## config.mk

```make
export PLATFORM = sky130hd
export DESIGN_NAME = somf_top
export DESIGN_NICKNAME = d
export VERILOG_FILES = /design/src/hdl/somf_pkg.sv /design/src/hdl/somf_ctl_if.sv /design/src/hdl/somf_apb_regs.sv /design/src/hdl/somf_top.sv
export SDC_FILE = /design/constraint.sdc
export NUM_CORES = 1
export LEC_CHECK = 0
export BUFFER_PORTS_ARGS = -buffer_cell sky130_fd_sc_hd__buf_2
export CAP_MARGIN = 20
export CORE_MARGIN = 4
export CORE_UTILIZATION = 45
export DETAILED_ROUTE_END_ITERATION = 8
export GPL_ROUTABILITY_DRIVEN = 0
export GPL_TIMING_DRIVEN = 0
export PLACE_DENSITY = 0.68
export REMOVE_ABC_BUFFERS = 1
export SYNTH_ARGS = -nofsm -noshare
export SYNTH_HDL_FRONTEND = slang
export SYNTH_SLANG_ARGS = --single-unit
```

## constraint.sdc

```tcl
create_clock -name sys_clk -period 3.85 [get_ports sys_clk]
set_clock_uncertainty 0.2 [all_clocks]
set_input_delay 0.5775 -clock sys_clk [delete_from_list [all_inputs] [get_ports sys_clk]]
set_output_delay 0.5775 -clock sys_clk [all_outputs]
set_load 0.03 [all_outputs]
```

## src/hdl/somf_pkg.sv

```systemverilog
// Constants, register map and state codes for the operating-mode sequencer.
// Assumes a single 200 MHz clock; all times are converted to cycles here.
package somf_pkg;

  typedef enum logic [2:0] {
    SOMF_OFF     = 3'h0,
    SOMF_BOOT    = 3'h1,
    SOMF_HIB     = 3'h2,
    SOMF_STANDBY = 3'h3,
    SOMF_WAKE    = 3'h4,
    SOMF_SLEEP   = 3'h5,
    SOMF_TRIG    = 3'h6
  } somf_state_type;

  localparam int CLK_FREQ_MHZ = 200;

  // Times in microseconds; plain defaults, tune per part
  localparam int BOOT_WAIT_TIME_LOW_US = 1;
  localparam int BOOT_WAIT_TIME_HIGH_US = 2;
  localparam int BOOT_PULSE_WIDTH_LOW_US = 1;
  localparam int HIBERNATE_ENTRY_TIME_US = 10;

  localparam logic [11:0] BOOT_LOW_CYC = 12'(BOOT_WAIT_TIME_LOW_US * CLK_FREQ_MHZ);
  localparam logic [11:0] BOOT_HIGH_CYC = 12'(BOOT_WAIT_TIME_HIGH_US * CLK_FREQ_MHZ);
  localparam logic [11:0] BOOT_PULSE_CYC = 12'(BOOT_PULSE_WIDTH_LOW_US * CLK_FREQ_MHZ);
  localparam logic [11:0] HIB_ENTRY_CYC = 12'(HIBERNATE_ENTRY_TIME_US * CLK_FREQ_MHZ);

  // Register byte addresses
  localparam logic [7:0] CTRL_ADDR = 8'h00;
  localparam logic [7:0] STATUS_ADDR = 8'h04;

  // Control register fields
  localparam int CTRL_ACTIVE_BIT = 0;
  localparam int CTRL_DEEP_SLEEP_BIT = 1;
  localparam int CTRL_IRQB_FUNC_BIT = 2;
  localparam int CTRL_ROUTE_B_BIT = 3;
  localparam int CTRL_PULSE_EN_BIT = 4;
  localparam int CTRL_ASLP_LSB = 8;
  localparam int CTRL_ASLP_W = 8;

  // Status register fields
  localparam int STATUS_BOOT_DONE_BIT = 0;
  localparam int STATUS_STATE_LSB = 4;
  localparam int STATUS_BUS_OPEN_BIT = 8;

  // Reset values of control fields
  localparam logic CTRL_ACTIVE_RST = 1'b0;
  localparam logic CTRL_DEEP_SLEEP_RST = 1'b0;
  localparam logic CTRL_IRQB_FUNC_RST = 1'b0;
  localparam logic CTRL_ROUTE_B_RST = 1'b0;
  localparam logic CTRL_PULSE_EN_RST = 1'b1;
  localparam logic [7:0] CTRL_ASLP_RST = 8'h00;

endpackage

```

## src/hdl/somf_ctl_if.sv

```systemverilog
// Control and event signals between the register slave and the mode sequencer.
// Assumes both ends run on the same clock.
`timescale 1ns/1ps
interface somf_ctl_if;
  import somf_pkg::*;
  logic active;
  logic deep_sleep_enable;
  logic irq_b_function_select;
  logic boot_route_b;
  logic boot_pulse_enable;
  logic [7:0] auto_sleep_count;
  logic set_active;
  logic clr_active;
  logic set_boot_done;
  logic regs_clear;
  logic bus_open;
  somf_state_type state;

  modport regs (
    output active, deep_sleep_enable, irq_b_function_select, boot_route_b,
    output boot_pulse_enable, auto_sleep_count,
    input set_active, clr_active, set_boot_done, regs_clear, bus_open, state
  );
  modport fsm (
    input active, deep_sleep_enable, irq_b_function_select, boot_route_b,
    input boot_pulse_enable, auto_sleep_count,
    output set_active, clr_active, set_boot_done, regs_clear, bus_open, state
  );
endinterface

```

## src/hdl/somf_apb_regs.sv

```systemverilog
// APB slave holding the control and status registers.
// Assumes an APB master on sys_clk; the sequencer drives the event side.
`timescale 1ns/1ps
module somf_apb_regs
  import somf_pkg::*;
(
  input wire logic sys_clk,
  input wire logic rst,
  input wire logic clk_en,
  input wire logic psel,
  input wire logic penable,
  input wire logic pwrite,
  input wire logic [7:0] paddr,
  input wire logic [31:0] pwdata,
  output logic [31:0] prdata,
  output logic pready,
  output logic pslverr,
  somf_ctl_if.regs ctl
);
  import somf_pkg::*;

  logic pready_q, pready_d;
  logic pslverr_q, pslverr_d;
  logic [31:0] prdata_q, prdata_d;
  logic active_q, active_d;
  logic deep_q, deep_d;
  logic func_q, func_d;
  logic route_q, route_d;
  logic pen_q, pen_d;
  logic [7:0] aslp_q, aslp_d;
  logic done_q, done_d;
  logic acc, wr, hit_ctrl, hit_stat;

  assign acc = psel & penable & pready_q;
  assign hit_ctrl = paddr == CTRL_ADDR;
  assign hit_stat = paddr == STATUS_ADDR;
  assign wr = acc & pwrite & ctl.bus_open;

  always_comb begin
    pready_d = psel & penable & ~pready_q;
    pslverr_d = pready_d & (~ctl.bus_open | ~(hit_ctrl | hit_stat));
    prdata_d = 32'h0000_0000;
    if (pready_d && !pwrite && ctl.bus_open) begin
      if (hit_ctrl) begin
        prdata_d[CTRL_ACTIVE_BIT] = active_q;
        prdata_d[CTRL_DEEP_SLEEP_BIT] = deep_q;
        prdata_d[CTRL_IRQB_FUNC_BIT] = func_q;
        prdata_d[CTRL_ROUTE_B_BIT] = route_q;
        prdata_d[CTRL_PULSE_EN_BIT] = pen_q;
        prdata_d[CTRL_ASLP_LSB +: CTRL_ASLP_W] = aslp_q;
      end else if (hit_stat) begin
        prdata_d[STATUS_BOOT_DONE_BIT] = done_q;
        prdata_d[STATUS_STATE_LSB +: 3] = ctl.state;
        prdata_d[STATUS_BUS_OPEN_BIT] = ctl.bus_open;
      end
    end
    active_d = active_q;
    deep_d = deep_q;
    func_d = func_q;
    route_d = route_q;
    pen_d = pen_q;
    aslp_d = aslp_q;
    done_d = done_q;
    if (wr && hit_ctrl) begin
      active_d = pwdata[CTRL_ACTIVE_BIT];
      deep_d = pwdata[CTRL_DEEP_SLEEP_BIT];
      func_d = pwdata[CTRL_IRQB_FUNC_BIT];
      route_d = pwdata[CTRL_ROUTE_B_BIT];
      pen_d = pwdata[CTRL_PULSE_EN_BIT];
      aslp_d = pwdata[CTRL_ASLP_LSB +: CTRL_ASLP_W];
    end
    if (wr && hit_stat && pwdata[STATUS_BOOT_DONE_BIT]) begin
      done_d = 1'b0;
    end
    if (ctl.regs_clear) begin
      active_d = CTRL_ACTIVE_RST;
      deep_d = CTRL_DEEP_SLEEP_RST;
      func_d = CTRL_IRQB_FUNC_RST;
      route_d = CTRL_ROUTE_B_RST;
      pen_d = CTRL_PULSE_EN_RST;
      aslp_d = CTRL_ASLP_RST;
      done_d = 1'b0;
    end
    // Hardware events win over software writes
    if (ctl.clr_active) begin
      active_d = 1'b0;
    end
    if (ctl.set_active) begin
      active_d = 1'b1;
    end
    if (ctl.set_boot_done) begin
      done_d = 1'b1;
    end
  end

  always_ff @(posedge sys_clk) begin
    if (rst) begin
      pready_q <= 1'b0;
      pslverr_q <= 1'b0;
      prdata_q <= 32'h0000_0000;
      active_q <= CTRL_ACTIVE_RST;
      deep_q <= CTRL_DEEP_SLEEP_RST;
      func_q <= CTRL_IRQB_FUNC_RST;
      route_q <= CTRL_ROUTE_B_RST;
      pen_q <= CTRL_PULSE_EN_RST;
      aslp_q <= CTRL_ASLP_RST;
      done_q <= 1'b0;
    end else if (clk_en) begin
      pready_q <= pready_d;
      pslverr_q <= pslverr_d;
      prdata_q <= prdata_d;
      active_q <= active_d;
      deep_q <= deep_d;
      func_q <= func_d;
      route_q <= route_d;
      pen_q <= pen_d;
      aslp_q <= aslp_d;
      done_q <= done_d;
    end
  end

  assign prdata = prdata_q;
  assign pready = pready_q;
  assign pslverr = pslverr_q;
  assign ctl.active = active_q;
  assign ctl.deep_sleep_enable = deep_q;
  assign ctl.irq_b_function_select = func_q;
  assign ctl.boot_route_b = route_q;
  assign ctl.boot_pulse_enable = pen_q;
  assign ctl.auto_sleep_count = aslp_q;
endmodule

```

## src/hdl/somf_top.sv

```systemverilog
// Operating-mode sequencer of an accelerometer, with its APB register slave.
// Assumes all pins synchronous to sys_clk; supply_ok comes from power-on detection.
//
// Summary of operation
// - Boot starts once the supply is good; until then off, bus ignored.
// - Boot loads defaults; register bus unavailable during boot.
// - Strap low: boot done flag set; boot pulse on pin a by default.
// - Strap high: motion defaults loaded; boot pulse only on pin b.
// - Hibernate: only wake detection runs; bus closed; registers discarded.
// - Strap low: any wake pin edge leaves hibernate, boots, then standby.
// - Strap high: motion pin high leaves hibernate and starts boot.
// - Strap high: bus opens only after boot; motion detection then starts.
// - Standby: sensor and analog off, bus available.
// - Wake or sleep: analog powered only when measuring; bus available.
// - Strap low: auto wake/sleep switching when auto sleep count nonzero.
// - Strap high: auto wake/sleep defaults off; host may enable it.
// - Trigger function on, strap low: rising trigger edge starts one measurement.
// - After a triggered measurement, return to trigger wait.
// - Trigger wait keeps the bus answering reads and writes.
// - Strap low: deep sleep enable in standby enters hibernate.
// - Strap high: motion pin low for entry time enters hibernate.
// - Strap high: active set after boot when motion pin high.
// - Registers kept going active to standby.
`timescale 1ns/1ps
module somf_top
  import somf_pkg::*;
(
  input wire logic sys_clk,
  input wire logic rst,
  input wire logic clk_en,
  input wire logic psel,
  input wire logic penable,
  input wire logic pwrite,
  input wire logic [7:0] paddr,
  input wire logic [31:0] pwdata,
  output logic [31:0] prdata,
  output logic pready,
  output logic pslverr,
  input wire logic supply_ok,
  input wire logic boot_strap_select,
  input wire logic chip_select_wake_pin,
  input wire logic motion_detect_pin,
  input wire logic trigger_pin,
  input wire logic activity_detect,
  input wire logic inactivity_detect,
  input wire logic meas_request,
  input wire logic meas_done,
  output logic irq_pin_a,
  output logic irq_pin_b,
  output logic serial_available,
  output logic analog_enable,
  output logic wake_detect_enable,
  output logic meas_start,
  output somf_pkg::somf_state_type mode_state
);
  import somf_pkg::*;

  somf_ctl_if ctl ();

  somf_apb_regs u_regs (
    .sys_clk(sys_clk),
    .rst(rst),
    .clk_en(clk_en),
    .psel(psel),
    .penable(penable),
    .pwrite(pwrite),
    .paddr(paddr),
    .pwdata(pwdata),
    .prdata(prdata),
    .pready(pready),
    .pslverr(pslverr),
    .ctl(ctl.regs)
  );

  function automatic logic bus_state(input somf_state_type s);
    return (s == SOMF_STANDBY) || (s == SOMF_WAKE) || (s == SOMF_SLEEP) ||
           (s == SOMF_TRIG);
  endfunction

  function automatic logic [11:0] boot_len(input logic strap);
    return strap ? BOOT_HIGH_CYC : BOOT_LOW_CYC;
  endfunction

  // Saturating, so an idle timer stays at zero
  function automatic logic [11:0] count_down(input logic [11:0] v);
    return (v == 12'h000) ? 12'h000 : v - 12'h001;
  endfunction

  somf_state_type state_q, state_d;
  logic [11:0] cnt_q, cnt_d;
  logic [11:0] mot_q, mot_d;
  logic [11:0] pulse_q, pulse_d;
  logic route_b_q, route_b_d;
  logic strap_q, strap_d;
  logic trig_run_q, trig_run_d;
  logic wake_prev_q, wake_prev_d, trig_prev_q, trig_prev_d;
  logic irq_a_q, irq_a_d, irq_b_q, irq_b_d;
  logic bus_q, bus_d, analog_q, analog_d, wdet_q, wdet_d;
  logic mstart_q, mstart_d;
  logic set_active, clr_active, set_boot_done;
  logic mot_hib, wake_edge, trig_rise, auto_on;

  assign mot_hib = strap_q && (mot_q == HIB_ENTRY_CYC);
  assign wake_edge = chip_select_wake_pin ^ wake_prev_q;
  assign trig_rise = trigger_pin & ~trig_prev_q;
  // count of zero disables; reset default is zero
  assign auto_on = ctl.auto_sleep_count != 8'h00;

  always_comb begin
    state_d = state_q;
    cnt_d = cnt_q;
    strap_d = strap_q;
    route_b_d = route_b_q;
    trig_run_d = trig_run_q;
    pulse_d = count_down(pulse_q);
    mstart_d = 1'b0;
    set_active = 1'b0;
    clr_active = 1'b0;
    set_boot_done = 1'b0;
    mot_d = 12'h000;
    if (strap_q && !motion_detect_pin && bus_state(state_q)) begin
      mot_d = mot_hib ? mot_q : mot_q + 12'h001;
    end
    unique case (state_q)
      SOMF_OFF: begin
        strap_d = boot_strap_select;
        if (supply_ok) begin
          state_d = SOMF_BOOT;
          cnt_d = boot_len(boot_strap_select);
        end
      end
      SOMF_BOOT: begin
        if (cnt_q != 12'h000) begin
          cnt_d = count_down(cnt_q);
        end else begin
          set_boot_done = 1'b1;
          if (ctl.boot_pulse_enable) begin
            pulse_d = BOOT_PULSE_CYC;
          end
          route_b_d = strap_q | ctl.boot_route_b;
          if (strap_q && motion_detect_pin) begin
            state_d = SOMF_WAKE;
            set_active = 1'b1;
          end else begin
            state_d = SOMF_STANDBY;
          end
        end
      end
      SOMF_HIB: begin
        if (!strap_q && wake_edge) begin
          state_d = SOMF_BOOT;
          cnt_d = boot_len(strap_q);
        end else if (strap_q && motion_detect_pin) begin
          state_d = SOMF_BOOT;
          cnt_d = boot_len(strap_q);
        end
      end
      SOMF_STANDBY: begin
        trig_run_d = 1'b0;
        if (mot_hib) begin
          state_d = SOMF_HIB;
        end else if (!strap_q && ctl.deep_sleep_enable) begin
          state_d = SOMF_HIB;
        end else if (ctl.active) begin
          state_d = SOMF_WAKE;
        end else if (!strap_q && ctl.irq_b_function_select) begin
          state_d = SOMF_TRIG;
        end
      end
      SOMF_WAKE, SOMF_SLEEP: begin
        if (mot_hib) begin
          state_d = SOMF_HIB;
          clr_active = 1'b1;
        end else if (trig_run_q) begin
          if (meas_done) begin
            state_d = SOMF_TRIG;
            trig_run_d = 1'b0;
          end
        end else if (!ctl.active) begin
          state_d = SOMF_STANDBY;
        end else if (auto_on && state_q == SOMF_WAKE && inactivity_detect) begin
          state_d = SOMF_SLEEP;
        end else if (state_q == SOMF_SLEEP && (activity_detect || !auto_on)) begin
          state_d = SOMF_WAKE;
        end
      end
      SOMF_TRIG: begin
        if (strap_q || !ctl.irq_b_function_select) begin
          state_d = SOMF_STANDBY;
        end else if (trig_rise) begin
          state_d = SOMF_WAKE;
          trig_run_d = 1'b1;
          mstart_d = 1'b1;
        end
      end
      default: begin
        state_d = SOMF_OFF;
      end
    endcase
    if (!supply_ok) begin
      state_d = SOMF_OFF;
      trig_run_d = 1'b0;
      pulse_d = 12'h000;
    end
    irq_a_d = (pulse_d != 12'h000) && !route_b_d;
    irq_b_d = (pulse_d != 12'h000) && route_b_d;
    bus_d = bus_state(state_d);
    analog_d = ((state_d == SOMF_WAKE) || (state_d == SOMF_SLEEP)) &&
               (meas_request || mstart_d);
    wdet_d = state_d == SOMF_HIB;
  end

  always_ff @(posedge sys_clk) begin
    if (rst) begin
      state_q <= SOMF_OFF;
      cnt_q <= 12'h000;
      mot_q <= 12'h000;
      pulse_q <= 12'h000;
      route_b_q <= 1'b0;
      strap_q <= 1'b0;
      trig_run_q <= 1'b0;
    end else if (clk_en) begin
      state_q <= state_d;
      cnt_q <= cnt_d;
      mot_q <= mot_d;
      pulse_q <= pulse_d;
      route_b_q <= route_b_d;
      strap_q <= strap_d;
      trig_run_q <= trig_run_d;
    end
  end

  // Pin history for edge detection
  always_comb begin
    wake_prev_d = chip_select_wake_pin;
    trig_prev_d = trigger_pin;
  end

  // Idle-high wake pin: no false edge after reset; trigger held high is not an edge
  always_ff @(posedge sys_clk) begin
    if (rst) begin
      wake_prev_q <= 1'b1;
      trig_prev_q <= 1'b1;
    end else if (clk_en) begin
      wake_prev_q <= wake_prev_d;
      trig_prev_q <= trig_prev_d;
    end
  end

  // Output flops, so every pin comes straight from a register
  always_ff @(posedge sys_clk) begin
    if (rst) begin
      irq_a_q <= 1'b0;
      irq_b_q <= 1'b0;
      bus_q <= 1'b0;
      analog_q <= 1'b0;
      wdet_q <= 1'b0;
      mstart_q <= 1'b0;
    end else if (clk_en) begin
      irq_a_q <= irq_a_d;
      irq_b_q <= irq_b_d;
      bus_q <= bus_d;
      analog_q <= analog_d;
      wdet_q <= wdet_d;
      mstart_q <= mstart_d;
    end
  end

  assign ctl.set_active = set_active;
  assign ctl.clr_active = clr_active;
  assign ctl.set_boot_done = set_boot_done;
  // registers held at defaults while unpowered, booting or hibernating; kept otherwise
  assign ctl.regs_clear = (state_q == SOMF_OFF) || (state_q == SOMF_BOOT) ||
                          (state_q == SOMF_HIB);
  assign ctl.bus_open = bus_q;
  assign ctl.state = state_q;

  assign irq_pin_a = irq_a_q;
  assign irq_pin_b = irq_b_q;
  assign serial_available = bus_q;
  assign analog_enable = analog_q;
  assign wake_detect_enable = wdet_q;
  assign meas_start = mstart_q;
  assign mode_state = state_q;
endmodule

```

Word-level counts from Yosys, hierarchy flattened
Index checks and enable logic that the tools add are counted.
{"block": "totals", "latch_bits": 0, "in_bits": 55, "ramBits": 0, "mem_count": 0, "mem_bits_ro": 0, "ff_bits": 81, "out_inout_bits": 43}
{"block": "op_classes", "shifts": 0, "multipliers": 0, "n_eq_ne": 21, "add_sub_neg": 3, "bitwise": 15, "reduce_logical": 55, "div_mod_pow": 0, "order_cmp": 0, "n_mux": 80}
{"cell": "two-way mux 12 bit", "n": 12}
{"cell": "two-way mux 3 bit", "n": 19}
{"cell": "two-way mux 1 bit", "n": 38}
{"cell": "case mux 12 bit (3 select lines)", "n": 1}
{"cell": "zero test 12 bit", "n": 2}
{"cell": "two-way mux 8 bit", "n": 3}
{"cell": "nonzero test 12 bit", "n": 2}
{"cell": "subtractor 12 x 1 -> 12 bit, second input constant", "n": 2}
{"cell": "== test 3 bit, second input constant", "n": 6}
{"cell": "logical AND 1 bit", "n": 18}
{"cell": "two-way mux 9 bit", "n": 2}
{"cell": "case mux 3 bit (6 select lines)", "n": 1}
{"cell": "two-way mux 7 bit", "n": 2}
{"cell": "adder 12 x 1 -> 12 bit, second input constant", "n": 1}
{"cell": "== test 12 x 11 -> 1 bit, second input constant", "n": 1}
{"cell": "== test 3 x 2 -> 1 bit, second input constant", "n": 4}
{"cell": "logical OR 1 bit", "n": 12}
{"cell": "!= test 3 bit, second input constant", "n": 4}
{"cell": "AND reduction 2 bit", "n": 5}
{"cell": "AND reduction 5 bit", "n": 2}
{"cell": "== test 8 x 3 -> 1 bit, second input constant", "n": 1}
{"cell": "zero test 8 bit", "n": 1}
{"cell": "nonzero test 8 bit", "n": 1}
{"cell": "AND 1 bit", "n": 7}
{"cell": "other kinds (14)", "n": 27}

Logic depth before layout (Yosys ltp)
Gate-level depths: netlist of the first run.
{"block": "logic_depth", "ltp_word": 15, "depth_mapped": 10}

Hierarchy
Synthesis of the first run repeated with hierarchy kept, for this count alone.
{"block": "hier_totals", "hier_cells": 582, "hier_area_um2": 4683.2}
{"mod": "somf_top", "area_per_inst_um2": 3174.3, "instances": 1, "cells_per_inst": 414}
{"mod": "somf_apb_regs", "area_per_inst_um2": 1508.9, "instances": 1, "cells_per_inst": 168}

Worst setup path before layout of the first run
No wires, ideal clock.
{"block": "synth_timing", "path_kind": "input to register", "start": "in clk_en", "end": "reg cnt_q[5]", "n_path_buf": 2, "stages": 8, "path_slack_ns": 1.450, "arrival_ns": 2.070, "t_required_ns": 3.519, "setup_time_ns": 0.131, "cell_sequence": "clkbuf_1 -> clkinv_1 -> a211o_1 -> or2_1 -> buf_6 -> nor4b_4 -> xnor2_1 -> nor2_1"}
{"block": "synth_via", "elab_chain_len": 1}
{"item": "start, declared", "line": "somf_top.sv:30", "rtl": "input wire logic clk_en,"}
{"item": "AND reduction 5 bit (no line)"}
{"item": "end signal, assigned", "line": "somf_top.sv:224", "rtl": "cnt_q <= cnt_d;"}
{"item": "end, declared", "line": "somf_top.sv:90", "rtl": "logic [11:0] cnt_q, cnt_d;"}
No other way between the ends.
A chain may end at the register's enable or synchronous reset.

Final worst setup path of the first run
Same ends and word-level chain as after synthesis.

==> results of run 1 <==
[cell usage in the layout, fill, tap and decap left out, types with 3 or more instances in the layout]
cell      netlist  routed
or2_2           3       3
xor2_1          9       9
nor2_1         94      94
and2_1          3       3
o32ai_1         3       3
nor3_1         11      11
mux2i_1         8       8
ha_1            6       6
dfxtp_1        81      81
nor4_1         10       8
nand4b_1        3       3
nor4b_1         4       4
a21oi_1        40      40
xnor2_1        11      11
o21a_1          3       3
nand3_1        16      16
nand3b_1        4       4
o21ai_0        22      22
buf_2           4      61
a211oi_1        6       6
inv_1          15      15
nand4_1         6       6
conb_1          1      17
clkbuf_8        0       9
nor3b_1         6       6
or3_1           3       3
a31oi_1         3       3
and3_1          3       3
nand2b_1        9       9
nand2_1        52      52
nor2b_1         6       6
a22oi_1        25      25
[layer usage]
metal  vias up  global-route usage, %
li1       2013                      -
met1      1862                   25.7
met2       168                   32.4
met3        12                   5.34
met4         0                   6.85
met5         -                      0
[area by class of cell]
cell class                      count  share of cell area, %
Clock buffer                        9                   2.53
Sequential cell                    81                   33.2
Tap cell                          129                   3.30
Clock inverter                      7                   2.20
Multi-Input combinational cell    425                   50.7
Inverter                           17                   1.30
Timing Repair Buffer               63                   6.80
[logic make-up (layout without fill, tap and decap cells)]
group                      after synthesis  count (layout)  share of synthesized area (%)
DFF                                     81              81                           37.3
AOI/OAI and AO/OA                      131             131                           19.7
adders and majority gates                6               6                           1.73
other                                    1              17                         0.0864
buffers and inverters                   61              96                           7.20
muxes                                    8               8                           1.84
and+or+nand+nor                        243             243                           28.0
xor gates and xnor gates                20              20                           4.03
[registers in the layout, indices dropped and copies added, names as in the netlist, 3 cells and up]
signal                       cells
mot_q                           12
u_regs.ctl.auto_sleep_count      8
u_regs.prdata                   15
pulse_q                         12
cnt_q                           12
mode_state                       3
[critical path, delay by kind of cell]
kind	cells	cell delay, ns
buffers and inverters	3	1.11
XOR/XNOR	1	0.15
AO/OA/AOI/OAI	1	0.34
AND/OR/NAND/NOR	3	0.78
[power by group through the flow]
stage,combinational [mW],clock (mW),sequential (mW)
finish,0.458,0.732,0.926
global route,0.514,0.787,0.933
CTS,0.453,0.750,0.925
detailed placement,0.452,0,0.944
global placement,0.442,0,0.942
floorplan,0.332,0,0.941
[how the worst max path moves through the flow]
stage	depth (start not counted)	slack, ns	endpoint
final	8	0.88	cnt_q[5]$_SDFFE_PP0P_
after floorplan	5	1.16	cnt_q[10]$_SDFFE_PP0P_
after global placement	7	-0.21	cnt_q[5]$_SDFFE_PP0P_
after detailed placement	6	-0.26	cnt_q[10]$_SDFFE_PP0P_
after global routing	7	0.68	analog_enable$_SDFFE_PP0P_
after CTS	6	0.15	cnt_q[10]$_SDFFE_PP0P_
[stage by stage]
step	area [sq um]	std cells	power, mW
after floorplan	4150	523	1.27
after CTS	4870	730	2.13
final	4890	731	2.12
after detailed placement	4640	714	1.40
after global placement	4620	713	1.38
after global routing	4890	731	2.23
==> run metrics, run 1 <==
DP Wirelength 7730 microns; CTS max path bufs 2; CP cell instances buf_2, clkinv_1, buf_12, a211o_1, or2_1, nor4b_4, xnor2_1, nor2_1; WL met2 approximately 4900 microns; Clock Sinks 81; Max Clock Freq around 0.34 GHz; DR vias 4055; post-synth top area share between 30 and 40%; switch share 32.5%; final number of hold-violating endpoints 0; Slew headroom 30.1%; crit-path max FO 35; largest net degree at the start of global routing 55; period utilization 77.3%; CP peak stage delay approximately 0.53 ns; DR WL met3 between 900 and 1000 microns; pre-CTS setup slack -0.260 ns; CTS buffer count 9; Pre-Repair DR Iteration Count 5; ANT nets after route 0; internal power 1.43 mW; CTS root buf clkbuf_8; Tmin final a little under 3 ns; GRT Total Usage 20.0%; worst setup path start clk_en; hold slack 0.244 ns; fin util a little over half; Iter 0 DRT Violations a little over 300; Post-CTS Hold Buffers 0; reg2reg start mode_state[2]$_SDFFE_PP0P_; total grt overflow 0; postcts setup bufs 0; outcome complete, no violations; vias in the first global route just over 4000; Multi-input gate area about 2500 sq um; Distinct cells, synth 66; ys async rst share 0%; Max Cap Violations 0; pwr/cell area 433 nW/um^2; hold path startpoint pwdata[3]; Combinational Power Share 21.6%; CTS tree done; Slew Viols, Final 0; # IOs 98; fin nets between 600 and 700; top layer in use met4; area delta synth->final 12.7%; CP max stage cell buf_2; initial antenna violation count 0; Cell Area, Synth between 4000 and 5000 sq um; Mapped Cells about 550; Worst-path clk slew 0.10 ns; first-pass GRT wire length ~19000 microns; Leak between 1.5 and 2 nW; top-count cell post-synth nor2_1; initial core utilization between 40% and 50%; setup violators final 0; Post-synth EDFFs 0; full die area 11300 sq um; Ys Warns 0; RSZ-0062 raised after global routing false; R2R Setup Slk around 0.97 ns; Worst EP arrival 3.01 ns; met1 WL 4930 microns; Commonest cells post-synth nor2_1, dfxtp_1, nand2_1, a21oi_1, a22oi_1; part of the power in registers 43.7%; Synth area leader dfxtp_1; Routed WL 10900 microns; Startpoint Class input pin; cells on worst reg2reg path 6; FF+latch count, synth 81; sequential share of the synthesized area 37.3%; Worst VDD drop slightly below 0.0002 V; syn avg cell area 7.88 sq um; core area between 9000 and 10000 sq um; switching power total between 0.6 and 0.7 mW; setup_tns 0 ns; Post-CTS Resized 0; r2r endpoint serial_available$_SDFFE_PP0P_; Die W 106 microns; synth top area cells dfxtp_1, nor2_1, a21oi_1, nand2_1, a22oi_1; DRC 0; Fillers 912; Rows 35; number of vias per cell about 5.5; n_diodes 0; Clk pwr share 34.6%; IO buf count 61; Die Height 106 microns; HP Class input pin to register; Worst Path Required 3.89 ns; hold path depth 3; worst hold path endpoint u_regs.ctl.boot_route_b$_SDFFE_PP0P_; fin worst setup slack 0.876 ns; top_reg_cell synth dfxtp_1; routed len/inst 15.0 microns; critical path type input pin to register; FF+latch area 1620 sq um; Crit. End Element register; Worst-Margin Slew 1.05 ns; layout cells sized above 1 15.8%; H-tree levels 3; worst skew pair latency 0.36 ns
Power figures use the tool's default switching activity.
==> run 2, diff against run 1 <==
--- a/config.mk
+++ b/config.mk
@@ -12,7 +12,7 @@
 export DETAILED_ROUTE_END_ITERATION = 8
 export GPL_ROUTABILITY_DRIVEN = 0
 export GPL_TIMING_DRIVEN = 0
-export PLACE_DENSITY = 0.68
+export PLACE_DENSITY = 0.71
 export REMOVE_ABC_BUFFERS = 1
 export SYNTH_ARGS = -nofsm -noshare
 export SYNTH_HDL_FRONTEND = slang
==> constraint.sdc (replaced) <==
create_clock -name sys_clk -period 2.6 [get_ports sys_clk]
set_clock_uncertainty 0.2 [all_clocks]
set_input_delay 0.39 -clock sys_clk [delete_from_list [all_inputs] [get_ports sys_clk]]
set_output_delay 0.39 -clock sys_clk [all_outputs]
set_load 0.03 [all_outputs]
==> run 2 against run 1 <==
Effect of this change: sequential share of layout area fell by 0.31 points; hold slack got worse by 0.18 ns; worst setup slack got worse by 0.66 ns; critical path type is now register to register; critical endpoint is now wake_detect_enable$_SDFFE_PP0P_; largest power group unchanged; highest routed layer unchanged.
==> run metrics, run 2 (synthesis results as in run 1) <==
outcome complete, no violations; Startpoint Class register; WP buf/inv 1; CTS tree done; most frequent cells in the layout nor2_1, dfxtp_1, buf_2; Die W 106 microns; worst hold path endpoint u_regs.ctl.auto_sleep_count[2]$_SDFFE_PP0P_; first-pass GRT wire length around 18000 microns; Tmin final 2.39 ns; commonest non-fill, non-tap cell in the layout nor2_1; area delta synth->final 14.1%; Worst VDD drop between 0.0002 and 0.0003 V; final number of hold-violating endpoints 0; layout cells sized above 1 19.3%; Post-Place Cells 714; Fillers 897; FF+latch area ~1600 sq um; CP max stage cell or3b_1; fin nets 661; Multi-input gate area 2570 sq um; R2R Setup Slk 0.21 ns; core area 9330 sq um; setup_tns 0 ns; pwr/cell area 595 nW/um^2; H-tree levels 3; RSZ-0062 raised after global routing false; critical path type register to register; n_diodes 0; fin worst setup slack 0.214 ns; number of flip-flops in the largest register 15; Worst-Margin Slew 1.00 ns; crit-path max FO 4; initial core utilization 46.5%; Die Height around 110 microns; hold slack 0.0675 ns; full die area 11300 sq um; CP cell instances or3b_1, nor4_4, inv_1, a311oi_1, nor4_2, o41ai_1; DRC 0; worst skew pair latency 0.35 ns; Slew headroom 33.2%; HP Class input pin to register; initial antenna violation count 0; # IOs 98; Worst-path clk slew approximately 0.09 ns; Worst Path Required about 2.6 ns; DR vias about 4000; CTS root buf clkbuf_8; r2r endpoint wake_detect_enable$_SDFFE_PP0P_; Finished Layout Cells 734; DP Wirelength 7540 microns; Routed WL around 11000 microns; Max Cap Violations 0; reg2reg start mot_q[4]$_SDFFE_PP0P_; Slew Viols, Final 0; Leak ~1.9 nW; Top Family by Delay on Critical Path simple AND/OR/NAND/NOR gates; hold path startpoint pwdata[10]; CP peak stage delay 0.41 ns; total grt overflow 0; pre-CTS setup slack -1.26 ns; Crit. End Element register; total power 2.95 mW; vias in the first global route approximately 3800; Clock Sinks 81; IO buf count 61; routed len/inst approximately 15 microns; Pre-Repair DR Iteration Count 4; GRT Total Usage roughly a fifth; number of vias per cell 5.54; Rows 35; CTS buffer count 9; CTS max path bufs 2; period utilization 91.8%; cells on worst reg2reg path 6; Worst EP arrival 2.43 ns; Iter 0 DRT Violations 188; ANT nets after route 0; setup violators final 0; hold path depth 3; Max Clock Freq around 0.42 GHz; largest net degree at the start of global routing 55
[run 2: where the power goes]
part           switching [mW]  internal (mW)  leakage [nW]  total (mW)
Combinational           0.436          0.295          1.17       0.732
Sequential             0.0842           1.29         0.658        1.38
Clock                   0.485          0.353        0.0864       0.838
Total                    1.01           1.94          1.92        2.95
[run 2: per-layer routing]
layer / part of all wire, % / wire length, microns / track usage [%] / vias up
li1: - / - / - / 2020
met1: 46 / 4940 / 26.3 / 1881
met2: 46 / 4900 / 30.3 / 150
met3: 7.0 / 751 / 3.16 / 12
met4: 1.3 / 136 / 6.29 / 0
met5: 0 / 0 / 0 / -
[run 2: worst max path at each step]
stage,depth (start not counted),end,startpoint
after floorplan,6,cnt_q[10]$_SDFFE_PP0P_,mode_state[1]$_SDFFE_PP0P_
after global placement,7,cnt_q[5]$_SDFFE_PP0P_,clk_en
after detailed placement,6,cnt_q[10]$_SDFFE_PP0P_,clk_en
after CTS,6,u_regs.ctl.deep_sleep_enable$_SDFFE_PP0P_,serial_available$_SDFFE_PP0P_
after global routing,7,u_regs.ctl.deep_sleep_enable$_SDFFE_PP0P_,serial_available$_SDFFE_PP0P_
final,6,wake_detect_enable$_SDFFE_PP0P_,mot_q[4]$_SDFFE_PP0P_
[run 2: worst register-to-register path, delay by kind of cell (launching register included)]
kind,cells,cell delay (ns)
AND/OR/NAND/NOR,3,0.85
buffers and inverters,1,0.17
AO/OA/AOI/OAI,2,0.67
flip-flops,1,0.39
[run 2: area by class of cell]
cell class,count,share of cell area (%)
inverter,17,1.39
timing repair buffer,66,6.97
multi-input combinational,425,52.0
clock inverter,7,1.04
tap,129,3.26
clock buffer,9,2.50
sequential,81,32.8
[run 2: repair_timing]
| item | CTS | global route |
|---|---|---|
| resized for setup | 12 | 13 |
| setup buffers | 0 | 4 |
| pin swaps | 0 | 1 |
| setup endpoints to repair | 28 | 17 |
| hold buffers | 0 | 0 |
[run 2: stage by stage]
step           utilization [%]  cell area [sq um]
3_3_place_gp              49.5               4620
3_5_place_dp              49.7               4640
6_report                  53.1               4950
2_1_floorplan                -               4150
4_1_cts                   52.0               4850
5_1_grt                   53.1               4950
